File: src/design/nqrb_map.vh
`ifndef NQRB_MAP_VH
`define NQRB_MAP_VH

// ****************************************
// Reply message layout
// ****************************************
`define NQRB_ANSWER_CODE 8'h01
`define NQRB_REPLY_LEN 5'd21
`define NQRB_LAST_IDX 5'd20
`define NQRB_IDX_CODE 5'd0
`define NQRB_IDX_PORT 5'd1
`define NQRB_IDX_TAG_HI 5'd2
`define NQRB_IDX_TAG_LO 5'd3
`define NQRB_IDX_ULP 5'd4
`define NQRB_IDX_PRIO 5'd5
`define NQRB_IDX_OTHER 5'd6
`define NQRB_IDX_VER 5'd7
`define NQRB_IDX_ID_FIRST 5'd8
`define NQRB_IDX_ID_LAST 5'd15
`define NQRB_IDX_TOKEN_FIRST 5'd16
`define NQRB_IDX_TOKEN_LAST 5'd19
`define NQRB_IDX_FLAGS 5'd20

// ****************************************
// Transport versions
// ****************************************
`define NQRB_VER_THIS 8'h10
`define NQRB_VER_OLD_STD 8'h02
`define NQRB_VER_PRE_STD 8'h00

// ****************************************
// Upper-level protocol codes
// ****************************************
`define NQRB_ULP_LIST 8'h00
`define NQRB_ULP_NONE 8'h01
`define NQRB_ULP_VENDOR 8'h02
`define NQRB_ULP_PROTO_A 8'h80
`define NQRB_ULP_PROTO_B 8'h82
`define NQRB_ULP_PROTO_C 8'h83

// ****************************************
// Master priority
// ****************************************
`define NQRB_PRIO_RESPONDER 3'b000
`define NQRB_PRIO_DEFAULT 3'b100

// ****************************************
// Configuring-node table
// ****************************************
`define NQRB_TBL_DEPTH 4
`define NQRB_TBL_IDX_W 2
`define NQRB_TOKEN_NOSLOT 8'hFF

`endif

File: src/design/nqrb_reply_builder.v
`timescale 1ns/1ps
`include "nqrb_map.vh"

module nqrb_reply_builder (
   input wire mclk,
   input wire arst_n,
   input wire q_valid,
   output reg q_ready_reg,
   input wire [7:0] q_port,
   input wire [15:0] q_tag,
   input wire [7:0] q_version,
   input wire [31:0] q_return_path,
   input wire [63:0] q_sender_id,
   input wire q_skip_registration_flag,
   input wire [2:0] q_master_prio,
   input wire [63:0] node_identifier,
   input wire [7:0] ulp_code,
   input wire master_capable,
   input wire prio_override_en,
   input wire [2:0] prio_override,
   input wire [7:0] other_ports,
   input wire port1_up,
   input wire port2_up,
   input wire long_reach_fitted,
   input wire node_is_master,
   input wire tbl_clear,
   output reg tx_valid_reg,
   input wire tx_ready,
   output reg [7:0] tx_data_reg,
   output reg tx_first_reg,
   output reg tx_last_reg,
   output reg [7:0] tx_port_reg,
   output reg [31:0] tx_path_reg,
   output reg master_resign_reg,
   output reg busy_reg
);

   // ****************************************
   // States
   // ****************************************
   localparam ST_IDLE = 2'b00;
   localparam ST_REG = 2'b01;
   localparam ST_LOAD = 2'b10;
   localparam ST_SEND = 2'b11;

   reg [1:0] state_reg;
   reg [1:0] state_next;
   reg [4:0] idx_reg;
   reg [4:0] sel_idx;
   reg [7:0] sel_byte;
   reg [15:0] tag_reg;
   reg [7:0] ver_reg;
   reg [7:0] ulp_reg;
   reg [2:0] prio_reg;
   reg [7:0] other_reg;
   reg [63:0] id_reg;
   reg [31:0] token_reg;
   reg full_reg;
   reg p1_reg;
   reg p2_reg;
   reg long_reg;
   reg cm_reg;
   reg resign_pend_reg;
   reg tbl_req_reg;
   reg [2:0] own_prio;
   wire accept;
   wire tbl_done;
   wire tbl_full;
   wire [31:0] tbl_token;
   wire is_switch;

   // ****************************************
   // Helper functions
   // ****************************************
   function [7:0] nqrb_pick_version;
      input [7:0] asked;
      begin
         if (asked >= `NQRB_VER_THIS) begin
            nqrb_pick_version = `NQRB_VER_THIS;
         end else if (asked >= `NQRB_VER_OLD_STD) begin
            nqrb_pick_version = `NQRB_VER_OLD_STD;
         end else begin
            nqrb_pick_version = `NQRB_VER_PRE_STD;
         end
      end
   endfunction

   function [7:0] nqrb_legal_ulp;
      input [7:0] code;
      begin
         case (code)
            `NQRB_ULP_LIST,
            `NQRB_ULP_NONE,
            `NQRB_ULP_VENDOR,
            `NQRB_ULP_PROTO_A,
            `NQRB_ULP_PROTO_B,
            `NQRB_ULP_PROTO_C: begin
               nqrb_legal_ulp = code;
            end
            default: begin
               nqrb_legal_ulp = `NQRB_ULP_NONE;
            end
         endcase
      end
   endfunction

   // ****************************************
   // Configuring-node table
   // ****************************************
   nqrb_config_table u_table (
      .mclk(mclk),
      .arst_n(arst_n),
      .tbl_clear(tbl_clear),
      .reg_req(tbl_req_reg),
      .reg_skip(q_skip_registration_flag),
      .sender_id(q_sender_id),
      .sender_path(q_return_path),
      .done_reg(tbl_done),
      .full_reg(tbl_full),
      .token_reg(tbl_token)
   );

   assign accept = q_valid && q_ready_reg;
   assign is_switch = (other_ports > 8'h01);

   // Own priority: override, default 4, or responder
   always @* begin
      if (!master_capable) begin
         own_prio = `NQRB_PRIO_RESPONDER;
      end else if (prio_override_en && prio_override != `NQRB_PRIO_RESPONDER) begin
         own_prio = prio_override;
      end else begin
         own_prio = `NQRB_PRIO_DEFAULT;
      end
   end

   // ****************************************
   // Sequencer
   // ****************************************
   always @* begin
      state_next = state_reg;
      case (state_reg)
         ST_IDLE: begin
            if (accept) begin
               state_next = ST_REG;
            end
         end
         ST_REG: begin
            if (tbl_done) begin
               state_next = ST_LOAD;
            end
         end
         ST_LOAD: begin
            state_next = ST_SEND;
         end
         ST_SEND: begin
            if (tx_ready && idx_reg == `NQRB_LAST_IDX) begin
               state_next = ST_IDLE;
            end
         end
         default: begin
            state_next = ST_IDLE;
         end
      endcase
   end

   // ****************************************
   // Reply byte selection
   // ****************************************
   always @* begin
      if (state_reg == ST_LOAD) begin
         sel_idx = `NQRB_IDX_CODE;
      end else begin
         sel_idx = idx_reg + 5'd1;
      end
      case (sel_idx)
         `NQRB_IDX_CODE: sel_byte = `NQRB_ANSWER_CODE;
         `NQRB_IDX_PORT: sel_byte = tx_port_reg;
         `NQRB_IDX_TAG_HI: sel_byte = tag_reg[15:8];
         `NQRB_IDX_TAG_LO: sel_byte = tag_reg[7:0];
         `NQRB_IDX_ULP: sel_byte = ulp_reg;
         `NQRB_IDX_PRIO: sel_byte = {full_reg, prio_reg, 4'h0};
         `NQRB_IDX_OTHER: sel_byte = other_reg;
         `NQRB_IDX_VER: sel_byte = ver_reg;
         5'd8: sel_byte = id_reg[63:56];
         5'd9: sel_byte = id_reg[55:48];
         5'd10: sel_byte = id_reg[47:40];
         5'd11: sel_byte = id_reg[39:32];
         5'd12: sel_byte = id_reg[31:24];
         5'd13: sel_byte = id_reg[23:16];
         5'd14: sel_byte = id_reg[15:8];
         `NQRB_IDX_ID_LAST: sel_byte = id_reg[7:0];
         `NQRB_IDX_TOKEN_FIRST: sel_byte = token_reg[31:24];
         5'd17: sel_byte = token_reg[23:16];
         5'd18: sel_byte = token_reg[15:8];
         `NQRB_IDX_TOKEN_LAST: sel_byte = token_reg[7:0];
         `NQRB_IDX_FLAGS: sel_byte = {p1_reg, p2_reg, long_reg, cm_reg, 4'h0};
         default: sel_byte = 8'h00;
      endcase
   end

   // ****************************************
   // Inquiry capture
   // ****************************************
   always @(posedge mclk or negedge arst_n) begin
      if (!arst_n) begin
         tag_reg <= 16'h0000;
         ver_reg <= 8'h00;
         ulp_reg <= 8'h00;
         prio_reg <= 3'b000;
         other_reg <= 8'h00;
         id_reg <= 64'h0000_0000_0000_0000;
         p1_reg <= 1'b0;
         p2_reg <= 1'b0;
         long_reg <= 1'b0;
         cm_reg <= 1'b0;
      end else begin
         if (accept) begin
            tag_reg <= q_tag;
            ver_reg <= nqrb_pick_version(q_version);
            ulp_reg <= nqrb_legal_ulp(ulp_code);
            prio_reg <= own_prio;
            other_reg <= other_ports;
            id_reg <= node_identifier;
            p1_reg <= port1_up && !is_switch;
            p2_reg <= port2_up && !is_switch;
            long_reg <= long_reach_fitted;
            cm_reg <= node_is_master;
         end
      end
   end

   // ****************************************
   // Return route capture
   // ****************************************
   always @(posedge mclk or negedge arst_n) begin
      if (!arst_n) begin
         tx_port_reg <= 8'h00;
         tx_path_reg <= 32'h0000_0000;
         resign_pend_reg <= 1'b0;
      end else if (accept) begin
         tx_port_reg <= q_port;
         tx_path_reg <= q_return_path;
         resign_pend_reg <= node_is_master && (q_master_prio > own_prio);
      end
   end

   // ****************************************
   // Table request strobe
   // ****************************************
   always @(posedge mclk or negedge arst_n) begin
      if (!arst_n) begin
         tbl_req_reg <= 1'b0;
      end else begin
         tbl_req_reg <= accept;
      end
   end

   // ****************************************
   // State register and byte output
   // ****************************************
   always @(posedge mclk or negedge arst_n) begin
      if (!arst_n) begin
         state_reg <= ST_IDLE;
         idx_reg <= 5'd0;
         tx_valid_reg <= 1'b0;
         tx_data_reg <= 8'h00;
         tx_first_reg <= 1'b0;
         tx_last_reg <= 1'b0;
      end else begin
         state_reg <= state_next;
         if (state_reg == ST_LOAD) begin
            idx_reg <= `NQRB_IDX_CODE;
            tx_valid_reg <= 1'b1;
            tx_data_reg <= sel_byte;
            tx_first_reg <= 1'b1;
            tx_last_reg <= 1'b0;
         end else if (state_reg == ST_SEND && tx_ready) begin
            tx_first_reg <= 1'b0;
            if (idx_reg == `NQRB_LAST_IDX) begin
               // Frame ends at byte 20; no padding is emitted
               tx_valid_reg <= 1'b0;
               tx_last_reg <= 1'b0;
               tx_data_reg <= 8'h00;
            end else begin
               idx_reg <= sel_idx;
               tx_data_reg <= sel_byte;
               tx_last_reg <= (sel_idx == `NQRB_LAST_IDX);
            end
         end
      end
   end

   // ****************************************
   // Inquiry handshake and status
   // ****************************************
   always @(posedge mclk or negedge arst_n) begin
      if (!arst_n) begin
         q_ready_reg <= 1'b0;
         busy_reg <= 1'b0;
         master_resign_reg <= 1'b0;
      end else begin
         q_ready_reg <= (state_next == ST_IDLE);
         busy_reg <= (state_next != ST_IDLE);
         master_resign_reg <= resign_pend_reg && state_reg == ST_SEND && tx_ready
            && idx_reg == `NQRB_LAST_IDX;
      end
   end

   // ****************************************
   // Table result capture
   // ****************************************
   always @(posedge mclk or negedge arst_n) begin
      if (!arst_n) begin
         full_reg <= 1'b0;
         token_reg <= 32'h0000_0000;
      end else if (state_reg == ST_REG && tbl_done) begin
         full_reg <= tbl_full;
         token_reg <= tbl_token;
      end
   end

endmodule

File: src/design/nqrb_config_table.v
`timescale 1ns/1ps
`include "nqrb_map.vh"

module nqrb_config_table (
   input wire mclk,
   input wire arst_n,
   input wire tbl_clear,
   input wire reg_req,
   input wire reg_skip,
   input wire [63:0] sender_id,
   input wire [31:0] sender_path,
   output reg done_reg,
   output reg full_reg,
   output reg [31:0] token_reg
);

   reg ent_valid_reg [0:`NQRB_TBL_DEPTH-1];
   reg [63:0] ent_id_reg [0:`NQRB_TBL_DEPTH-1];
   reg [31:0] ent_path_reg [0:`NQRB_TBL_DEPTH-1];
   reg [31:0] ent_token_reg [0:`NQRB_TBL_DEPTH-1];
   reg [23:0] gen_reg;
   reg hit;
   reg free_found;
   reg [`NQRB_TBL_IDX_W-1:0] hit_idx;
   reg [`NQRB_TBL_IDX_W-1:0] free_idx;
   integer i;
   integer j;

   // ****************************************
   // Lookup of matching and free slots
   // ****************************************
   always @* begin
      hit = 1'b0;
      free_found = 1'b0;
      hit_idx = {`NQRB_TBL_IDX_W{1'b0}};
      free_idx = {`NQRB_TBL_IDX_W{1'b0}};
      for (i = `NQRB_TBL_DEPTH - 1; i >= 0; i = i - 1) begin
         if (ent_valid_reg[i] && ent_id_reg[i] == sender_id
             && ent_path_reg[i] == sender_path) begin
            hit = 1'b1;
            hit_idx = i[`NQRB_TBL_IDX_W-1:0];
         end
         if (!ent_valid_reg[i]) begin
            free_found = 1'b1;
            free_idx = i[`NQRB_TBL_IDX_W-1:0];
         end
      end
   end

   // ****************************************
   // Registration and token hand-out
   // ****************************************
   always @(posedge mclk or negedge arst_n) begin
      if (!arst_n) begin
         done_reg <= 1'b0;
         full_reg <= 1'b0;
         token_reg <= 32'h0000_0000;
         gen_reg <= 24'h00_0000;
         for (j = 0; j < `NQRB_TBL_DEPTH; j = j + 1) begin
            ent_valid_reg[j] <= 1'b0;
            ent_id_reg[j] <= 64'h0000_0000_0000_0000;
            ent_path_reg[j] <= 32'h0000_0000;
            ent_token_reg[j] <= 32'h0000_0000;
         end
      end else begin
         done_reg <= reg_req;
         if (tbl_clear) begin
            for (j = 0; j < `NQRB_TBL_DEPTH; j = j + 1) begin
               ent_valid_reg[j] <= 1'b0;
            end
         end
         if (reg_req) begin
            gen_reg <= gen_reg + 24'h00_0001;
            full_reg <= !hit && !free_found;
            if (hit) begin
               token_reg <= ent_token_reg[hit_idx];
            end else if (!reg_skip && free_found) begin
               // New entry only when registration is allowed
               ent_valid_reg[free_idx] <= 1'b1;
               ent_id_reg[free_idx] <= sender_id;
               ent_path_reg[free_idx] <= sender_path;
               ent_token_reg[free_idx] <= {gen_reg, 6'b00_0000, free_idx};
               token_reg <= {gen_reg, 6'b00_0000, free_idx};
            end else begin
               token_reg <= {gen_reg, `NQRB_TOKEN_NOSLOT};
            end
         end
      end
   end

endmodule

File: config.mk
export PLATFORM = sky130hd
export DESIGN_NAME = nqrb_reply_builder
export DESIGN_NICKNAME = d
export VERILOG_FILES = /design/src/design/nqrb_reply_builder.v /design/src/design/nqrb_config_table.v
export VERILOG_INCLUDE_DIRS = /design/src /design/src/design
export SDC_FILE = /design/constraint.sdc
export NUM_CORES = 2
export LEC_CHECK = 0
export BUFFER_PORTS_ARGS = -buffer_cell sky130_fd_sc_hd__buf_2
export CORE_AREA = 5 5 288 290
export CTS_CLUSTER_SIZE = 16
export DETAILED_ROUTE_END_ITERATION = 8
export DIE_AREA = 0 0 293 295
export SETUP_SLACK_MARGIN = 0.02
export SLEW_MARGIN = 20
export SYNTH_ARGS = -nofsm -noshare
export SYNTH_HDL_FRONTEND = slang
export SYNTH_SLANG_ARGS = --single-unit
File: constraint.sdc
create_clock -name mclk -period 3.5 [get_ports mclk]
set_clock_uncertainty 0.05 [all_clocks]
set_input_delay 0.35 -clock mclk [delete_from_list [all_inputs] [get_ports mclk]]
set_output_delay 0.35 -clock mclk [all_outputs]
set_load 0.1 [all_outputs]
==> results.rst <==
.. list-table::
   :header-rows: 1

   * - Metric
     - Value
   * - Result of the run
     - completed
   * - Total leakage power
     - 21.9 nW
   * - Count of final hold-check violations
     - 0
   * - Initial core utilization
     - 0.445
   * - Placed Cells incl. Taps
     - 4517
   * - Cell family with the largest share of critical-path delay
     - simple AND/OR/NAND/NOR gates
   * - Port Buffers
     - 278
   * - Final RePlAce weighted congestion
     - 0.934
   * - Required time of the critical path
     - between 3 and 4 ns
   * - Flip-flop count of the largest register after layout
     - 256
   * - Count of unique library cells instantiated by Yosys
     - 66
   * - Number of nets in the layout
     - between 3000 and 4000
   * - # Max-Cap Violations
     - 0
   * - Relative area change from synthesis to final layout
     - 25.9%
   * - Cell area after synthesis
     - 0.0356 sq mm
   * - Count of warnings emitted by yosys
     - 0
   * - Share of synthesized flip-flops with an asynchronous set or reset
     - 1.00
   * - Peak VDD IR
     - 0.389 mV
   * - Source-to-sink clock delay at the later pin of the worst-skew pair
     - roughly 0.64 ns
   * - Worst Path Max Fanout
     - 16
   * - Commonest cells after routing, fill and taps aside
     - sky130_fd_sc_hd__dfrtp_1, sky130_fd_sc_hd__nand2_1, sky130_fd_sc_hd__buf_2
   * - Via count of the first global-routing pass
     - between 20000 and 30000
   * - Die Wd
     - about 290 microns
   * - RSZ-0062 raised after global routing
     - true
   * - Antenna violations before repair
     - 7
   * - Leading cell type in the layout, fill and taps excluded
     - sky130_fd_sc_hd__dfrtp_1
   * - Total routing resource utilization after global routing
     - 0.267
   * - Normalized max-slew margin
     - 0.377
   * - DRT antenna net count
     - 0
   * - Sequential area share after synthesis
     - 0.520
   * - Post-route core utilization
     - 0.561
   * - Total Routed Length
     - 119000 microns
   * - Worst Path Class, Setup
     - input pin to flop
   * - Clk slew on worst S/H paths
     - 0.06 ns
   * - Hold WC Path Type
     - input pin to flop
   * - Remaining global-route overflow
     - 0
   * - Slowest library cell on the worst path
     - sky130_fd_sc_hd__nor4_1
   * - Mean instance size in the synthesized netlist
     - 11.5 sq um
   * - Worst setup slack before clock tree synthesis
     - -0.500 ns
   * - Clock tree root driver cell
     - sky130_fd_sc_hd__clkbuf_16
   * - Via density per instance
     - 5.55
   * - Top_reg_cell synth
     - sky130_fd_sc_hd__dfrtp_1
   * - Num rows
     - ~100
   * - Slowest cell delay on critical path
     - roughly 0.54 ns
   * - Worst setup SP type
     - input pin
   * - Cell Chain, Critical Path
     - dlygate4sd3_1 -> buf_2 -> buf_4 -> inv_1 -> o22ai_1 -> nor4_1 -> nand4_1 -> buf_4 -> nor4_4 -> nor4b_4 -> nand3b_4 -> nand3b_4 -> bufbuf_16 -> mux2_1
   * - Pin count of the biggest net entering global routing
     - around 170
   * - Peak clock frequency supported by timing
     - 290 MHz
   * - DRC violations left
     - 0
   * - Floorplan die area
     - 0.0864 sq mm
   * - Total number of H-tree levels
     - 3
   * - Cell count after synthesis
     - between 3000 and 4000
   * - Number of buffers added by the clock tree synthesis step
     - 83
   * - Number of optimization iterations in the first detailed-route pass
     - 5
   * - Endpoints failing setup
     - 0
   * - Fin crit share
     - 0.986
   * - Final Slew Violations
     - 0
   * - Total power per unit cell area
     - 519 mW/mm^2
   * - Placed inst area
     - around 0.04 sq mm
   * - Post-route minimum period
     - 3.45 ns
   * - Actual transition at the worst max-transition pin
     - 0.932 ns
   * - Crit path capture type
     - flop
   * - CP Buf/Inv Count
     - 6
   * - Count of state elements after synthesis
     - between 700 and 800
   * - Fraction of layout instances using a drive strength above 1
     - 0.307
   * - First-pass GRT wire length
     - 177000 microns
   * - Number of enable flip-flop cells after synthesis
     - 0
   * - Top cell type's share of synthesized area
     - 0.520
   * - Die Y-Extent
     - 295 microns
   * - Max Buffers Root-to-Sink
     - 3
   * - Data arrival time of the worst path
     - between 3 and 4 ns
   * - Area of all placed cells without fillers
     - 0.0449 sq mm
   * - Number of nets in the synthesized netlist
     - 3337
   * - Non-filler cells in the finished layout
     - 4809
   * - Most area-consuming cells after synthesis
     - sky130_fd_sc_hd__dfrtp_1, sky130_fd_sc_hd__mux2_2, sky130_fd_sc_hd__xnor2_1
   * - Synth area leader
     - sky130_fd_sc_hd__dfrtp_1
   * - CTS tree
     - done
   * - WL per Instance
     - ~25 microns
   * - Count of boundary I/O pins
     - 280
   * - Number of DRC markers after the initial detailed-route iteration
     - ~2000
   * - Via Count
     - about 27000
   * - Setup slack of the critical path after layout
     - 0.0478 ns
   * - Detailed placement HPWL
     - 84300 microns
   * - Core area
     - 0.0800 sq mm
   * - Sink Count
     - 741
   * - Final hold slack
     - 0.0275 ns
## cells in the mapped netlist (all sizes together) (45+ instances only)
| cell type | count |
|---|---|
| buf | 77 |
| clkbuf | 152 |
| dfrtp | 741 |
| inv | 92 |
| mux2 | 487 |
| nand2 | 428 |
| nand2b | 63 |
| nand3 | 52 |
| nand4 | 74 |
| nor2b | 51 |
| nor3b | 53 |
| nor4 | 45 |
| o21a | 51 |
| o21ai | 95 |
| xnor2 | 218 |
| xor2 | 75 |
## repair_timing
action / 4_1_cts / 5_1_grt
endpoints found under the setup margin: 513 / 402
hold buffers: 119 / 0
pin swaps: 8 / 7
resized for setup: 21 / 48
endpoints found under the hold margin: 178 / 0
cloned: 2 / 8
setup buffers: 9 / 0
## per-layer routing
metal  GRT usage  part of all wire  up-vias
li1            -                 -    11887
met1       0.347              0.42    13748
met2       0.461              0.49      846
met3      0.0352             0.050      228
met4       0.100             0.038        2
met5           0           0.00011        -
## final timing paths
kind | startpoint | to | slack, ns | cells after the start
worst min-delay path | q_sender_id[7] | u_table.ent_id_reg[135] | 0.03 | 2
min in group asynchronous | arst_n | id_reg[33] | 0.25 | 2
max in group asynchronous | arst_n | id_reg[17] | 2.04 | 3
worst max register to register | u_table.ent_id_reg[102] | u_table.ent_id_reg[182] | 0.06 | 12
worst max-delay path | q_return_path[27] | u_table.ent_id_reg[182] | 0.05 | 14
worst min register to register | u_table.ent_token_reg[64] | u_table.ent_token_reg[64] | 0.41 | 1
## power by group
part | internal [W] | switching (W) | total, W
Sequential | 0.00916 | 0.000438 | 0.00960
Clock | 0.00564 | 0.00367 | 0.00931
Combinational | 0.00134 | 0.00301 | 0.00436
Total | 0.0161 | 0.00713 | 0.0233
## per-stage QoR
step	power, W	setup TNS, ns
after global placement	0.0139	-204.48
after CTS	0.0234	0
after floorplan	0.0122	0
final	0.0233	0
after detailed placement	0.0139	-167.16
after global routing	0.0241	-0.0913
## worst reg2reg max path: stages (launching register included)
cell and delay (ns):
sky130_fd_sc_hd__dfrtp_1 0.42, sky130_fd_sc_hd__xnor2_2 0.23, sky130_fd_sc_hd__buf_4 0.14, sky130_fd_sc_hd__nand4_1 0.10
sky130_fd_sc_hd__buf_4 0.18, sky130_fd_sc_hd__nor4_4 0.18, sky130_fd_sc_hd__nand4_1 0.20, sky130_fd_sc_hd__or4_4 0.61
sky130_fd_sc_hd__nor4b_4 0.17, sky130_fd_sc_hd__nand3b_4 0.10, sky130_fd_sc_hd__nand3b_4 0.22, sky130_fd_sc_hd__bufbuf_16 0.36
sky130_fd_sc_hd__mux2_1 0.36
## layout make-up
type | instances | area [sq um]
Sequential cell | 741 | 18500
Antenna cell | 4 | 10.0
Multi-Input combinational cell | 2043 | 15900
Tap cell | 1060 | 1330
Clock inverter | 26 | 423
Clock buffer | 124 | 2470
Timing Repair Buffer | 719 | 5820
Fill cell | 6696 | 35200
Inverter | 92 | 348
## cell families (layout without fill, tap and decap cells)
group           Yosys count  in the layout  synth area share
simple gates            878            878             0.124
flops                   741            741             0.520
mux                     517            517             0.173
compound gates          348            348            0.0673
buf+inv                 321            961            0.0415
xor+xnor                293            293            0.0720
fa+ha+maj                 7              7           0.00239
other cells               0              4                 0
Note: power is estimated with default switching activity, not from simulation.
